**src/ufc_regs.vh**
```
// Register offsets, field positions, reset values and levels of the UART flow-control channel
`ifndef UFC_REGS_VH
`define UFC_REGS_VH

`define UFC_A_DATA      5'h00
`define UFC_A_IER       5'h01
`define UFC_A_IIR_FCR   5'h02
`define UFC_A_LCR       5'h03
`define UFC_A_MCR       5'h04
`define UFC_A_LSR       5'h05
`define UFC_A_MSR       5'h06
`define UFC_A_EFR       5'h08
`define UFC_A_TCR       5'h09
`define UFC_A_TLR       5'h0a
`define UFC_A_XON1      5'h0b
`define UFC_A_XON2      5'h0c
`define UFC_A_XOFF1     5'h0d
`define UFC_A_XOFF2     5'h0e
`define UFC_A_DLL       5'h0f
`define UFC_A_DLH       5'h10

`define UFC_EFR_AUTO_CTS  7
`define UFC_EFR_AUTO_RTS  6
`define UFC_EFR_SPECIAL   5
`define UFC_IER_XOFF      5
`define UFC_IER_MODEM     3
`define UFC_MCR_RTS       1
`define UFC_MCR_XON_ANY   5
`define UFC_FCR_ENABLE    0
`define UFC_FCR_RX_RST    1
`define UFC_FCR_TX_RST    2
`define UFC_IIR_XOFF      4

`define UFC_IIR_NONE      8'h01
`define UFC_LCR_RESET     8'h1d
`define UFC_DIV_RESET     8'h01
`define UFC_BYTE_ZERO     8'h00

`define UFC_RX_TRIG0      7'h08
`define UFC_RX_TRIG1      7'h10
`define UFC_RX_TRIG2      7'h38
`define UFC_RX_TRIG3      7'h3c
`define UFC_TX_TRIG0      7'h08
`define UFC_TX_TRIG1      7'h10
`define UFC_TX_TRIG2      7'h20
`define UFC_TX_TRIG3      7'h38
`define UFC_TRIG_ONE      7'h01
`define UFC_NO_FIFO_CAP   7'h01

`endif

```
**src/ufc_mem.v**
```verilog
// Small synchronous memory with registered, write-first read port
`timescale 1ns/1ns
module ufc_mem #(
	parameter WIDTH = 8,
	parameter DEPTH = 64,
	parameter AW    = 6
) (
	input  wire             i_sys_clk,
	input  wire             i_clk_en,
	input  wire             i_we,
	input  wire [AW-1:0]    i_waddr,
	input  wire [WIDTH-1:0] i_wdata,
	input  wire [AW-1:0]    i_raddr,
	output reg  [WIDTH-1:0] o_rdata
);
	reg [WIDTH-1:0] mem [0:DEPTH-1];

	always @(posedge i_sys_clk) begin
		if (i_clk_en) begin
			if (i_we)
				mem[i_waddr] <= i_wdata;
			// Bypass so a word written now is seen at once
			if (i_we && (i_waddr == i_raddr))
				o_rdata <= i_wdata;
			else
				o_rdata <= mem[i_raddr];
		end
	end
endmodule // ufc_mem

```
**src/ufc_channel.v**
```verilog
// One UART channel: FIFOs, trigger levels, baud divider, hardware and software flow control
//
// Added by the designer: the plain strobed port and the register addresses.
`timescale 1ns/1ns
`include "ufc_regs.vh"

module ufc_channel #(
	parameter DEPTH = 64,
	parameter AW    = 6
) (
	input  wire       i_sys_clk,
	input  wire       i_reset_n,
	input  wire       i_clk_en,
	input  wire [4:0] i_addr,
	input  wire [7:0] i_wr_data,
	input  wire       i_wr,
	input  wire       i_rd,
	output reg  [7:0] o_rd_data,
	input  wire       i_rx_valid,
	input  wire [7:0] i_rx_data,
	input  wire [2:0] i_rx_err,
	input  wire       i_tx_busy,
	output reg        o_tx_start,
	output reg  [7:0] o_tx_data,
	input  wire       i_cts_n,
	output reg        o_rts_n,
	output reg        o_baud_tick,
	output reg        o_int,
	output reg        o_receive_dma_request_n,
	output reg        o_transmit_dma_request_n
);
	localparam [2:0] SEQ_IDLE = 3'b001, SEQ_XOFF1 = 3'b010, SEQ_XON1 = 3'b100;
	localparam [2:0] TXF_IDLE = 3'b001, TXF_FIRST = 3'b010, TXF_SECOND = 3'b100;
	localparam [AW:0] CNT_ZERO = {(AW+1){1'b0}};
	localparam [AW:0] CNT_ONE  = {{AW{1'b0}}, 1'b1};
	localparam [AW:0] CNT_FULL = DEPTH[AW:0];
	// Trigger level from programmable nibble, else selectable field
	function [AW:0] trig_level;
		input       fifo_on;
		input [3:0] prog;
		input [1:0] sel;
		input       is_rx;
		begin
			if (!fifo_on)
				trig_level = `UFC_TRIG_ONE;
			else if (prog != 4'h0)
				trig_level = {1'b0, prog, 2'b00};
			else case (sel)
				2'b00:   trig_level = is_rx ? `UFC_RX_TRIG0 : `UFC_TX_TRIG0;
				2'b01:   trig_level = is_rx ? `UFC_RX_TRIG1 : `UFC_TX_TRIG1;
				2'b10:   trig_level = is_rx ? `UFC_RX_TRIG2 : `UFC_TX_TRIG2;
				default: trig_level = is_rx ? `UFC_RX_TRIG3 : `UFC_TX_TRIG3;
			endcase
		end
	endfunction
	reg  [7:0]    ier_q, fcr_q, lcr_q, mcr_q, efr_q, tcr_q, tlr_q;
	reg  [7:0]    xon1_q, xon2_q, xoff1_q, xoff2_q, dll_q, dlh_q;
	reg  [15:0]   baud_cnt_q;
	reg  [AW-1:0] rx_wp_q, rx_rp_q, tx_wp_q, tx_rp_q;
	reg  [AW:0]   rx_cnt_q, tx_cnt_q;
	reg           overrun_q, xoff_flag_q, sw_halt_q, rts_block_q;
	reg           xoff_sent_q, flow_kind_q, cts_d_q, delta_cts_q;
	reg  [2:0]    seq_q, seq_d, txf_q;
	reg           rx_store, rx_xoff, rx_xon, rx_special;
	wire [10:0]   rx_head;
	wire [7:0]    tx_head;
	wire          wr_data  = i_wr && (i_addr == `UFC_A_DATA);
	wire          rd_data  = i_rd && (i_addr == `UFC_A_DATA);
	wire          wr_fcr   = i_wr && (i_addr == `UFC_A_IIR_FCR);
	wire          rd_iir   = i_rd && (i_addr == `UFC_A_IIR_FCR);
	wire          rd_msr   = i_rd && (i_addr == `UFC_A_MSR);
	wire          fifo_on  = fcr_q[`UFC_FCR_ENABLE];
	wire [AW:0]   cap      = fifo_on ? CNT_FULL : `UFC_NO_FIFO_CAP;
	wire [AW:0]   halt_lvl = {1'b0, tcr_q[3:0], 2'b00};
	wire [AW:0]   res_lvl  = {1'b0, tcr_q[7:4], 2'b00};
	wire [AW:0]   rx_trig  = trig_level(fifo_on, tlr_q[7:4], fcr_q[7:6], 1'b1);
	wire [AW:0]   tx_trig  = trig_level(fifo_on, tlr_q[3:0], fcr_q[5:4], 1'b0);
	wire          auto_cts = efr_q[`UFC_EFR_AUTO_CTS];
	wire          auto_rts = efr_q[`UFC_EFR_AUTO_RTS];
	wire [1:0]    tx_mode  = efr_q[3:2];
	wire [1:0]    rx_mode  = efr_q[1:0];
	// Receive character classification
	always @* begin
		rx_store   = 1'b1;
		rx_xoff    = 1'b0;
		rx_xon     = 1'b0;
		rx_special = 1'b0;
		seq_d      = seq_q;
		case (rx_mode)
			2'b10, 2'b01: begin
				if (i_rx_data == (rx_mode[1] ? xoff1_q : xoff2_q)) begin
					rx_xoff  = 1'b1;
					rx_store = 1'b0;
				end else if (i_rx_data == (rx_mode[1] ? xon1_q : xon2_q)) begin
					rx_xon   = 1'b1;
					rx_store = 1'b0;
				end
			end
			2'b11: begin
				case (seq_q)
					SEQ_XOFF1: begin
						seq_d = SEQ_IDLE;
						if (i_rx_data == xoff2_q) begin
							rx_xoff  = 1'b1;
							rx_store = 1'b0;
						end
					end
					SEQ_XON1: begin
						seq_d = SEQ_IDLE;
						if (i_rx_data == xon2_q) begin
							rx_xon   = 1'b1;
							rx_store = 1'b0;
						end
					end
					default: begin
						if (i_rx_data == xoff1_q) begin
							seq_d    = SEQ_XOFF1;
							rx_store = 1'b0;
						end else if (i_rx_data == xon1_q) begin
							seq_d    = SEQ_XON1;
							rx_store = 1'b0;
						end
					end
				endcase
			end
			default: seq_d = SEQ_IDLE;
		endcase
		// Any character but a recognised Xoff resumes; first Xon consumed, a second one later stored
		if (sw_halt_q && mcr_q[`UFC_MCR_XON_ANY] && !rx_xoff) begin
			rx_xon = 1'b1;
			seq_d  = SEQ_IDLE;
		end
		if (efr_q[`UFC_EFR_SPECIAL] && (i_rx_data == xoff2_q) && !rx_xoff) begin
			rx_special = 1'b1;
			rx_store   = 1'b1;
		end
	end
	wire rx_push = i_rx_valid && rx_store && (rx_cnt_q < cap);
	wire rx_pop  = rd_data && (rx_cnt_q != CNT_ZERO);
	wire tx_push = wr_data && (tx_cnt_q < cap);
	wire can_go  = !i_tx_busy && !o_tx_start && (!auto_cts || !i_cts_n);
	wire flow_go = can_go && (txf_q != TXF_IDLE);
	wire tx_pop  = can_go && !flow_go && !sw_halt_q && (tx_cnt_q != CNT_ZERO);
	wire [AW-1:0] rx_rp_d = rx_rp_q + {{(AW-1){1'b0}}, rx_pop};
	wire [AW-1:0] tx_rp_d = tx_rp_q + {{(AW-1){1'b0}}, tx_pop};
	wire [7:0] flow_char = (txf_q == TXF_SECOND || tx_mode == 2'b01) ?
		(flow_kind_q ? xoff2_q : xon2_q) : (flow_kind_q ? xoff1_q : xon1_q);
	wire [7:0] out_char  = flow_go ? flow_char : tx_head;
	wire [7:0] len_mask  = 8'hff >> (2'd3 - lcr_q[1:0]);
	ufc_mem #(.WIDTH(11), .DEPTH(DEPTH), .AW(AW)) u_rx_mem (
		.i_sys_clk (i_sys_clk),
		.i_clk_en  (i_clk_en),
		.i_we      (rx_push),
		.i_waddr   (rx_wp_q),
		.i_wdata   ({i_rx_err, i_rx_data}),
		.i_raddr   (rx_rp_d),
		.o_rdata   (rx_head)
	);
	ufc_mem #(.WIDTH(8), .DEPTH(DEPTH), .AW(AW)) u_tx_mem (
		.i_sys_clk (i_sys_clk),
		.i_clk_en  (i_clk_en),
		.i_we      (tx_push),
		.i_waddr   (tx_wp_q),
		.i_wdata   (i_wr_data),
		.i_raddr   (tx_rp_d),
		.o_rdata   (tx_head)
	);
	// Register writes and FIFO pointers
	always @(posedge i_sys_clk) begin
		if (!i_reset_n) begin
			ier_q    <= `UFC_BYTE_ZERO;
			fcr_q    <= `UFC_BYTE_ZERO;
			lcr_q    <= `UFC_LCR_RESET;
			mcr_q    <= `UFC_BYTE_ZERO;
			efr_q    <= `UFC_BYTE_ZERO;
			tcr_q    <= `UFC_BYTE_ZERO;
			tlr_q    <= `UFC_BYTE_ZERO;
			xon1_q   <= `UFC_BYTE_ZERO;
			xon2_q   <= `UFC_BYTE_ZERO;
			xoff1_q  <= `UFC_BYTE_ZERO;
			xoff2_q  <= `UFC_BYTE_ZERO;
			dll_q    <= `UFC_DIV_RESET;
			dlh_q    <= `UFC_BYTE_ZERO;
			rx_wp_q  <= {AW{1'b0}};
			rx_rp_q  <= {AW{1'b0}};
			tx_wp_q  <= {AW{1'b0}};
			tx_rp_q  <= {AW{1'b0}};
			rx_cnt_q <= CNT_ZERO;
			tx_cnt_q <= CNT_ZERO;
		end else if (i_clk_en) begin
			if (i_wr) begin
				case (i_addr)
					`UFC_A_IER:     ier_q   <= i_wr_data;
					`UFC_A_IIR_FCR: fcr_q   <= i_wr_data;
					`UFC_A_LCR:     lcr_q   <= i_wr_data;
					`UFC_A_MCR:     mcr_q   <= i_wr_data;
					`UFC_A_EFR:     efr_q   <= i_wr_data;
					`UFC_A_TCR:     tcr_q   <= i_wr_data;
					`UFC_A_TLR:     tlr_q   <= i_wr_data;
					`UFC_A_XON1:    xon1_q  <= i_wr_data;
					`UFC_A_XON2:    xon2_q  <= i_wr_data;
					`UFC_A_XOFF1:   xoff1_q <= i_wr_data;
					`UFC_A_XOFF2:   xoff2_q <= i_wr_data;
					`UFC_A_DLL:     dll_q   <= i_wr_data;
					`UFC_A_DLH:     dlh_q   <= i_wr_data;
					default: ;
				endcase
			end
			if (wr_fcr && i_wr_data[`UFC_FCR_RX_RST]) begin
				rx_wp_q  <= {AW{1'b0}};
				rx_rp_q  <= {AW{1'b0}};
				rx_cnt_q <= CNT_ZERO;
			end else begin
				if (rx_push)
					rx_wp_q <= rx_wp_q + {{(AW-1){1'b0}}, 1'b1};
				rx_rp_q  <= rx_rp_d;
				rx_cnt_q <= rx_cnt_q + (rx_push ? CNT_ONE : CNT_ZERO) - (rx_pop ? CNT_ONE : CNT_ZERO);
			end
			if (wr_fcr && i_wr_data[`UFC_FCR_TX_RST]) begin
				tx_wp_q  <= {AW{1'b0}};
				tx_rp_q  <= {AW{1'b0}};
				tx_cnt_q <= CNT_ZERO;
			end else begin
				if (tx_push)
					tx_wp_q <= tx_wp_q + {{(AW-1){1'b0}}, 1'b1};
				tx_rp_q  <= tx_rp_d;
				tx_cnt_q <= tx_cnt_q + (tx_push ? CNT_ONE : CNT_ZERO) - (tx_pop ? CNT_ONE : CNT_ZERO);
			end
		end
	end
	// Flow-control state, flags and transmitter launch
	always @(posedge i_sys_clk) begin
		if (!i_reset_n) begin
			seq_q       <= SEQ_IDLE;
			txf_q       <= TXF_IDLE;
			sw_halt_q   <= 1'b0;
			xoff_flag_q <= 1'b0;
			overrun_q   <= 1'b0;
			rts_block_q <= 1'b0;
			xoff_sent_q <= 1'b0;
			flow_kind_q <= 1'b0;
			cts_d_q     <= 1'b0;
			delta_cts_q <= 1'b0;
			o_tx_start  <= 1'b0;
			o_tx_data   <= `UFC_BYTE_ZERO;
		end else if (i_clk_en) begin
			if (i_rx_valid) begin
				seq_q <= seq_d;
				if (rx_xoff)
					sw_halt_q <= 1'b1;
				else if (rx_xon)
					sw_halt_q <= 1'b0;
			end
			// Set beats clear
			if (i_rx_valid && ier_q[`UFC_IER_XOFF] && (rx_xoff || rx_special))
				xoff_flag_q <= 1'b1;
			else if ((i_rx_valid && rx_xon) || rd_iir)
				xoff_flag_q <= 1'b0;
			if (i_rx_valid && rx_store && !(rx_cnt_q < cap))
				overrun_q <= 1'b1;
			else if (i_rd && (i_addr == `UFC_A_LSR))
				overrun_q <= 1'b0;
			if (rx_cnt_q >= halt_lvl)
				rts_block_q <= 1'b1;
			else if (rx_cnt_q <= res_lvl)
				rts_block_q <= 1'b0;
			cts_d_q <= i_cts_n;
			if ((cts_d_q != i_cts_n) && !auto_cts)
				delta_cts_q <= 1'b1;
			else if (rd_msr)
				delta_cts_q <= 1'b0;
			case (txf_q)
				TXF_FIRST: begin
					if (flow_go)
						txf_q <= (tx_mode == 2'b11) ? TXF_SECOND : TXF_IDLE;
				end
				TXF_SECOND: begin
					if (flow_go)
						txf_q <= TXF_IDLE;
				end
				default: begin
					if (tx_mode != 2'b00 && !xoff_sent_q && rx_cnt_q >= halt_lvl) begin
						txf_q       <= TXF_FIRST;
						flow_kind_q <= 1'b1;
						xoff_sent_q <= 1'b1;
					end else if (xoff_sent_q && rx_cnt_q <= res_lvl) begin
						txf_q       <= (tx_mode != 2'b00) ? TXF_FIRST : TXF_IDLE;
						flow_kind_q <= 1'b0;
						xoff_sent_q <= 1'b0;
					end
				end
			endcase
			o_tx_start <= flow_go || tx_pop;
			if (flow_go || tx_pop)
				o_tx_data <= out_char & len_mask;
		end
	end
	// Baud divider, pins and register read-back
	always @(posedge i_sys_clk) begin
		if (!i_reset_n) begin
			baud_cnt_q               <= 16'h0000;
			o_baud_tick              <= 1'b0;
			o_rts_n                  <= 1'b1;
			o_int                    <= 1'b0;
			o_rd_data                <= `UFC_BYTE_ZERO;
			o_receive_dma_request_n  <= 1'b1;
			o_transmit_dma_request_n <= 1'b0;
		end else if (i_clk_en) begin
			// Divisor zero is illegal and stops the ticks
			if ({dlh_q, dll_q} == 16'h0000 || baud_cnt_q >= {dlh_q, dll_q} - 16'h0001) begin
				baud_cnt_q  <= 16'h0000;
				o_baud_tick <= ({dlh_q, dll_q} != 16'h0000);
			end else begin
				baud_cnt_q  <= baud_cnt_q + 16'h0001;
				o_baud_tick <= 1'b0;
			end
			o_rts_n <= auto_rts ? rts_block_q : !mcr_q[`UFC_MCR_RTS];
			o_int   <= xoff_flag_q || (ier_q[`UFC_IER_MODEM] && delta_cts_q);
			o_receive_dma_request_n  <= !(rx_cnt_q >= rx_trig);
			o_transmit_dma_request_n <= !((cap - tx_cnt_q) >= tx_trig);
			if (i_rd) begin
				case (i_addr)
					`UFC_A_DATA:    o_rd_data <= rx_head[7:0];
					`UFC_A_IER:     o_rd_data <= ier_q;
					`UFC_A_IIR_FCR: o_rd_data <= xoff_flag_q ? (8'h01 << `UFC_IIR_XOFF) : `UFC_IIR_NONE;
					`UFC_A_LCR:     o_rd_data <= lcr_q;
					`UFC_A_MCR:     o_rd_data <= mcr_q;
					`UFC_A_LSR:     o_rd_data <= {1'b0, (tx_cnt_q == CNT_ZERO), (tx_cnt_q == CNT_ZERO),
						rx_head[10:8] & {3{rx_cnt_q != CNT_ZERO}}, overrun_q, (rx_cnt_q != CNT_ZERO)};
					`UFC_A_MSR:     o_rd_data <= {3'b000, !cts_d_q, 3'b000, delta_cts_q};
					`UFC_A_EFR:     o_rd_data <= efr_q;
					`UFC_A_TCR:     o_rd_data <= tcr_q;
					`UFC_A_TLR:     o_rd_data <= tlr_q;
					`UFC_A_XON1:    o_rd_data <= xon1_q;
					`UFC_A_XON2:    o_rd_data <= xon2_q;
					`UFC_A_XOFF1:   o_rd_data <= xoff1_q;
					`UFC_A_XOFF2:   o_rd_data <= xoff2_q;
					`UFC_A_DLL:     o_rd_data <= dll_q;
					`UFC_A_DLH:     o_rd_data <= dlh_q;
					default:        o_rd_data <= `UFC_BYTE_ZERO;
				endcase
			end
		end
	end
endmodule // ufc_channel

```
**config.mk**
```make
export PLATFORM = sky130hd
export DESIGN_NAME = ufc_channel
export DESIGN_NICKNAME = d
export VERILOG_FILES = /design/src/ufc_mem.v /design/src/ufc_channel.v
export VERILOG_INCLUDE_DIRS = /design/src /design/src/src
export SDC_FILE = /design/constraint.sdc
export NUM_CORES = 2
export LEC_CHECK = 0
export BUFFER_PORTS_ARGS = -buffer_cell sky130_fd_sc_hd__buf_2
export CAP_MARGIN = 20
export CORE_MARGIN = 3
export CORE_UTILIZATION = 62
export DETAILED_ROUTE_END_ITERATION = 7
export PLACE_DENSITY = 0.78
export SLEW_MARGIN = 20
export SYNTH_ARGS = -nofsm -noshare
export SYNTH_HDL_FRONTEND = slang
export SYNTH_SLANG_ARGS = --single-unit
export TNS_END_PERCENT = 10
```
**constraint.sdc**
```tcl
create_clock -name i_sys_clk -period 9.6 [get_ports i_sys_clk]
set_input_delay 1.92 -clock i_sys_clk [delete_from_list [all_inputs] [get_ports i_sys_clk]]
set_output_delay 1.92 -clock i_sys_clk [all_outputs]
set_load 0.005 [all_outputs]
```
======== After elaboration in Yosys (flattened, before gate mapping) ========
Memory sizes are Yosys's and may differ from the RTL's. A register that Yosys moved wholly into a read port is not among the register bits.
Index checks and enable logic that the tools add are counted.
word-level totals
  RAM bits ................................ 1216
  memories kept ........................... 2
  output and inout bits ................... 22
  flip-flop bits (word level) ............. 193
  logic and storage cells ................. 281
memory list
  memory        words  width  rd ports  clocked after memory_dff  wr ports  RTL line      source
  u_rx_mem.mem  64     11     1         1                         1         ufc_mem.v:16  reg [WIDTH-1:0] mem [0:DEPTH-1];
  u_tx_mem.mem  64     8      1         1                         1         ufc_mem.v:16
operators by class
  shift operators ......................... 1
  add/sub/neg operators ................... 12
  equality and inequality tests ........... 40
  magnitude comparators ................... 7
  multiplexer cells ....................... 80
  reductions and logical operators ........ 99
  bitwise logic cells ..................... 3
operators with widths
  operator                                                               number
  8-bit case mux with 16 select lines                                    1
  6-bit two-way mux                                                      10
  8-bit == test                                                          6
  8-bit two-way mux                                                      6
  3-bit AND reduction                                                    15
  5-bit by 4-bit == test with 1-bit output (second input constant)       8
  1-bit two-way mux                                                      40
  6-bit case mux with 3 select lines                                     2
  1-bit logical AND                                                      31
  3-bit two-way mux                                                      9
  7-bit two-way mux                                                      3
  2-bit nonzero test                                                     9
  16-bit by 1-bit adder with 16-bit output (second input constant)       1
  16-bit >= comparator                                                   1
  16-bit logical NOT                                                     1
  16-bit two-way mux                                                     1
  2-bit AND reduction                                                    8
  16-bit nonzero test                                                    1
  16-bit by 1-bit subtractor with 16-bit output (second input constant)  1
  5-bit by 3-bit == test with 1-bit output (second input constant)       3
  7-bit by 1-bit adder with 7-bit output                                 2
  7-bit >= comparator                                                    2
  7-bit < comparator                                                     2
  7-bit nonzero test                                                     2
  34 further kinds                                                       77

======== Depth between registers and ports, before layout ========
  word-level depth ........................ 13
  depth in mapped cells ................... 22

======== By module ========
A second synthesis with hierarchy kept.
unflattened totals
  cells, all modules ...................... 3916
  area, all modules ....................... 60435.5 um^2
modules (own cells, without submodules)
  module               times used  cells an instance  area each (um^2)  seq. area each (um^2)
  ufc_mem at u_rx_mem  1           1496               28304.6           21470.6
  ufc_mem at u_tx_mem  1           1063               20654.8           15615.0
  ufc_channel          1           1357               11476.0           3803.6

======== Worst setup path after synthesis ========
Ideal clock, no wire load.
  path kind ............................... input to register
  from .................................... input port i_addr[3]
  to ...................................... register u_rx_mem.o_rdata[2], read port of u_rx_mem.mem (data pin)
  setup slack ............................. 3549 ps
  stages .................................. 13
  arrival time ............................ 5790 ps
  cells stage by stage .................... clkbuf_1 -> or3_1 -> nor3_2 -> and3_1 -> ha_1 -> ha_1 -> clkbuf_1 -> clkbuf_1 -> clkbuf_1 -> mux4_2 -> mux4_2 -> mux4_2 -> mux2_4
on the way
  longest elaborated chain between the ends .. 4
ends and longest elaborated chain
  element                                 RTL line           source
  from (decl)                             ufc_channel.v:14   input wire [4:0] i_addr,
  5-bit logical NOT                       --
  1-bit logical AND                       ufc_channel.v:68   wire rd_data = i_rd && (i_addr == `UFC_A_DATA);
  1-bit logical AND                       ufc_channel.v:139  wire rx_pop = rd_data && (rx_cnt_q != CNT_ZERO);
  6-bit by 1-bit adder with 6-bit output  ufc_channel.v:144  wire [AW-1:0] rx_rp_d = rx_rp_q + {{(AW-1){1'b0}}, rx_pop};
  to (decl)                               ufc_mem.v:14       output reg [WIDTH-1:0] o_rdata
No other way between the ends.
A chain may end at the register's enable or synchronous reset.

======== Final worst setup path ========
  from .................................... input port i_cts_n
  to ...................................... register u_tx_mem.o_rdata[2], read port of u_tx_mem.mem (data pin)
on the way
  longest elaborated chain between the ends .. 9
ends and longest elaborated chain
  element                                   RTL line           source
  from (decl)                               ufc_channel.v:25   input wire i_cts_n,
  1-bit logical NOT *                       ufc_channel.v:141  wire can_go = !i_tx_busy && !o_tx_start && (!auto_cts || !i_cts_n);
  1-bit logical OR *                        ufc_channel.v:141
  1-bit logical AND *                       ufc_channel.v:141
  1-bit logical AND                         ufc_channel.v:142  wire flow_go = can_go && (txf_q != TXF_IDLE);
  1-bit logical NOT                         ufc_channel.v:143  wire tx_pop = can_go && !flow_go && !sw_halt_q && (tx_cnt_q != CNT_ZERO);
  1-bit logical AND * (3 in series)         ufc_channel.v:143
  6-bit by 1-bit adder with 6-bit output *  ufc_channel.v:145  wire [AW-1:0] tx_rp_d = tx_rp_q + {{(AW-1){1'b0}}, tx_pop};
  to (decl)                                 ufc_mem.v:14
Mark *: on every way between the ends. The rest lies on a longest branch, timed or not.

==> metrics.txt <==
status=finished, final reports clean; Peak supply drop=about 210 µV; area share of the largest cell type after synthesis=a little over three fifths; CTS Hold Bufs=0; unrepaired setup endpoints after global routing=false; CTS tree=built; die width=between 300 and 400 µm; part of the power in combinational logic=roughly 16%; Psw=roughly 3.6 mW; clk sinks=roughly 1400; placed wire-length estimate=about 90000 µm; DR pass1 iterations=6; DRC viols=0; Yosys cell types=86; CTS root buffer=clkbuf_16; clock network power share=around 37%; H-tree Lvls=4; Synth Net Count=between 3000 and 4000; vias per std cell=6.85; synthesis warning total=0; fmax=roughly 0.17 GHz; clk_skew=0.0304 ns; Layout Cells excl Fill=~4800; FF+latch count, synth=approximately 1400; top cells by area, synth=edfxtp_1 (63%), mux4_2 (16%), dfxtp_1 (6.4%); Slew Viols, Final=0; Clk Latency, worst-skew pair=roughly 0.76 ns; layout cell share with drive strength beyond 1=approximately a quarter; Final GP Congestion=0.927; initial antenna violation count=2; setup TNS=0 ns; drt wl/cell=about 32 µm; Async S/R FF share, synth=0%; Layout fillers=5583; Post-Syn Instances=between 3000 and 4000; post-route ant nets=0; Cells after DPL=roughly 4500; GRT Total Usage=a little under a third; Layout Area Growth over Synthesis=10.8%; Mapped Area=just under 0.06 mm²; MaxCap Viol Count=0; Final #Nets=around 3500; PD cells=roughly 220 mW/mm²; Syn Area/Cell=17.9 µm²; clock slew at the register clock pins of the worst setup and hold paths=0.06 ns; Post-synth EDFFs=1235; Critical Path Fanout Max=53; Final min period=5.78 ns; Worst setup SP type=input port; sequential power share=a little under half; antenna fix cells=0; largest net degree at the start of global routing=approximately 120; Tightest Hold Check Type=reg2reg; Design Area, Final=between 0.06 and 0.07 mm²; worst path required time=~10 ns; Top FF cell, synth=edfxtp_1; vias=roughly 33000; first-pass GRT wire length=223000 µm; Final Hold Viols=0; Slew HR=19.4%; P_leak=approximately 21 nW; io pins=54; Die Height=315 µm; gr ovfl total=0; most frequent cells in the layout=edfxtp_1 (1235), mux4_2 (407), nand2_1 (191); final WL=roughly 150000 µm; Int Pwr=about 11 mW; initial core utilization=a little over three fifths; post-synth top area cell=edfxtp_1; sequential area share after synthesis=between 60 and 70%; arrival time worst endpoint=6.28 ns; Worst setup EP type=flop; initial drt markers=approximately 4600; commonest non-fill, non-tap cell in the layout=edfxtp_1; Die Area=0.0991 mm²; Num CTS Buffers=140; IO buf count=53; Post-CTS Setup Inserts=0; Max clock buf depth=3; vias in the first global route=around 33000; DP Area=roughly 0.061 mm²; Final Util=a little over two thirds; Core Rows=112; period utilisation layout=between 60% and 70%; CP Class=in2reg; # setup viols final=0; switching share of power=between 20% and 30%; Worst Tran Pin Value=1.20 ns; core area=roughly 0.094 mm²; post-CTS sizing=0
-- cell type report --
type | instances | area [µm²] | area share, %
flip-flops and latches | 1425 | 40900 | 62.4
multi-input cells | 1640 | 17500 | 26.6
clock buffers | 180 | 3780 | 5.77
well taps | 1254 | 1570 | 2.40
repair buffers | 134 | 955 | 1.46
clock inverters | 77 | 663 | 1.01
inverters | 48 | 180 | 0.275
-- cell usage after synthesis, types with 13 or more instances --
master    count
edfxtp_1   1235
mux4_2      407
nor2_1      198
nand2_1     191
dfxtp_1     190
clkbuf_1    137
nand3_1      82
ha_1         74
nor2b_1      65
a21boi_0     64
xnor2_1      54
inv_1        46
a21oi_1      45
xor2_1       45
mux2i_1      42
buf_2        34
o21ai_0      34
a22oi_1      30
and2_1       25
and3_1       22
buf_1        18
nand4_1      16
nor3_1       13
-- state kept, by name, summed over array words and instances (netlist names), 11 cells and up --
name / count
baud_cnt_q: 16
u_tx_mem.mem: 512
u_rx_mem.mem: 704
u_rx_mem.o_rdata: 11
-- routing by layer --
metal	routed length (µm)	global-route usage, %
met5	13	0
met4	6090	12.0
met3	14300	6.36
met2	77800	52.4
met1	53700	40.9
-- through the flow --
stage	hold WS [ns]	power, mW	setup WS, ns
after detailed placement	0.450	9.25	2.90
after floorplan	0.441	8.65	3.55
after global routing	0.478	14.9	3.57
final	0.459	14.5	3.82
after global placement	0.438	9.17	3.00
after CTS	0.458	14.6	3.65
-- power groups by stage --
stage                     Sequential [mW]  Combinational (mW)  Clock, mW
after floorplan                      6.97                1.68          0
after global placement               7.01                2.16          0
after detailed placement             7.02                2.23          0
after CTS                            6.89                2.27       5.39
after global routing                 6.89                2.43       5.61
final                                6.89                2.26       5.34
-- final timing paths --
| path | from | endpoint | slack (ns) | depth (start not counted) |
|---|---|---|---|---|
| setup / recovery | i_cts_n | u_tx_mem.o_rdata[2] | 3.82 | 12 |
| hold / removal | o_rd_data[4] | o_rd_data[4] | 0.46 | 2 |
| setup reg to reg | tx_cnt_q[5] | u_tx_mem.o_rdata[2] | 4.25 | 14 |
| hold reg to reg | o_rd_data[4] | o_rd_data[4] | 0.46 | 2 |
-- cells by family after synthesis --
group | share of synthesized area (%)
mux | 16.7
buf+inv | 1.65
flops | 69.2
xor+xnor | 1.58
simple gates | 5.61
fa+ha+maj | 1.63
compound gates | 3.66
-- critical path, cell delays in order --
cell      delay, ns
buf_2          0.12
a211oi_1       0.62
nor4b_1        0.32
buf_4          0.21
ha_4           0.15
ha_4           0.46
buf_16         0.33
buf_4          0.40
mux4_2         0.37
mux4_2         0.53
mux4_2         0.49
mux2_2         0.27
(Power assumes the default switching activity.)
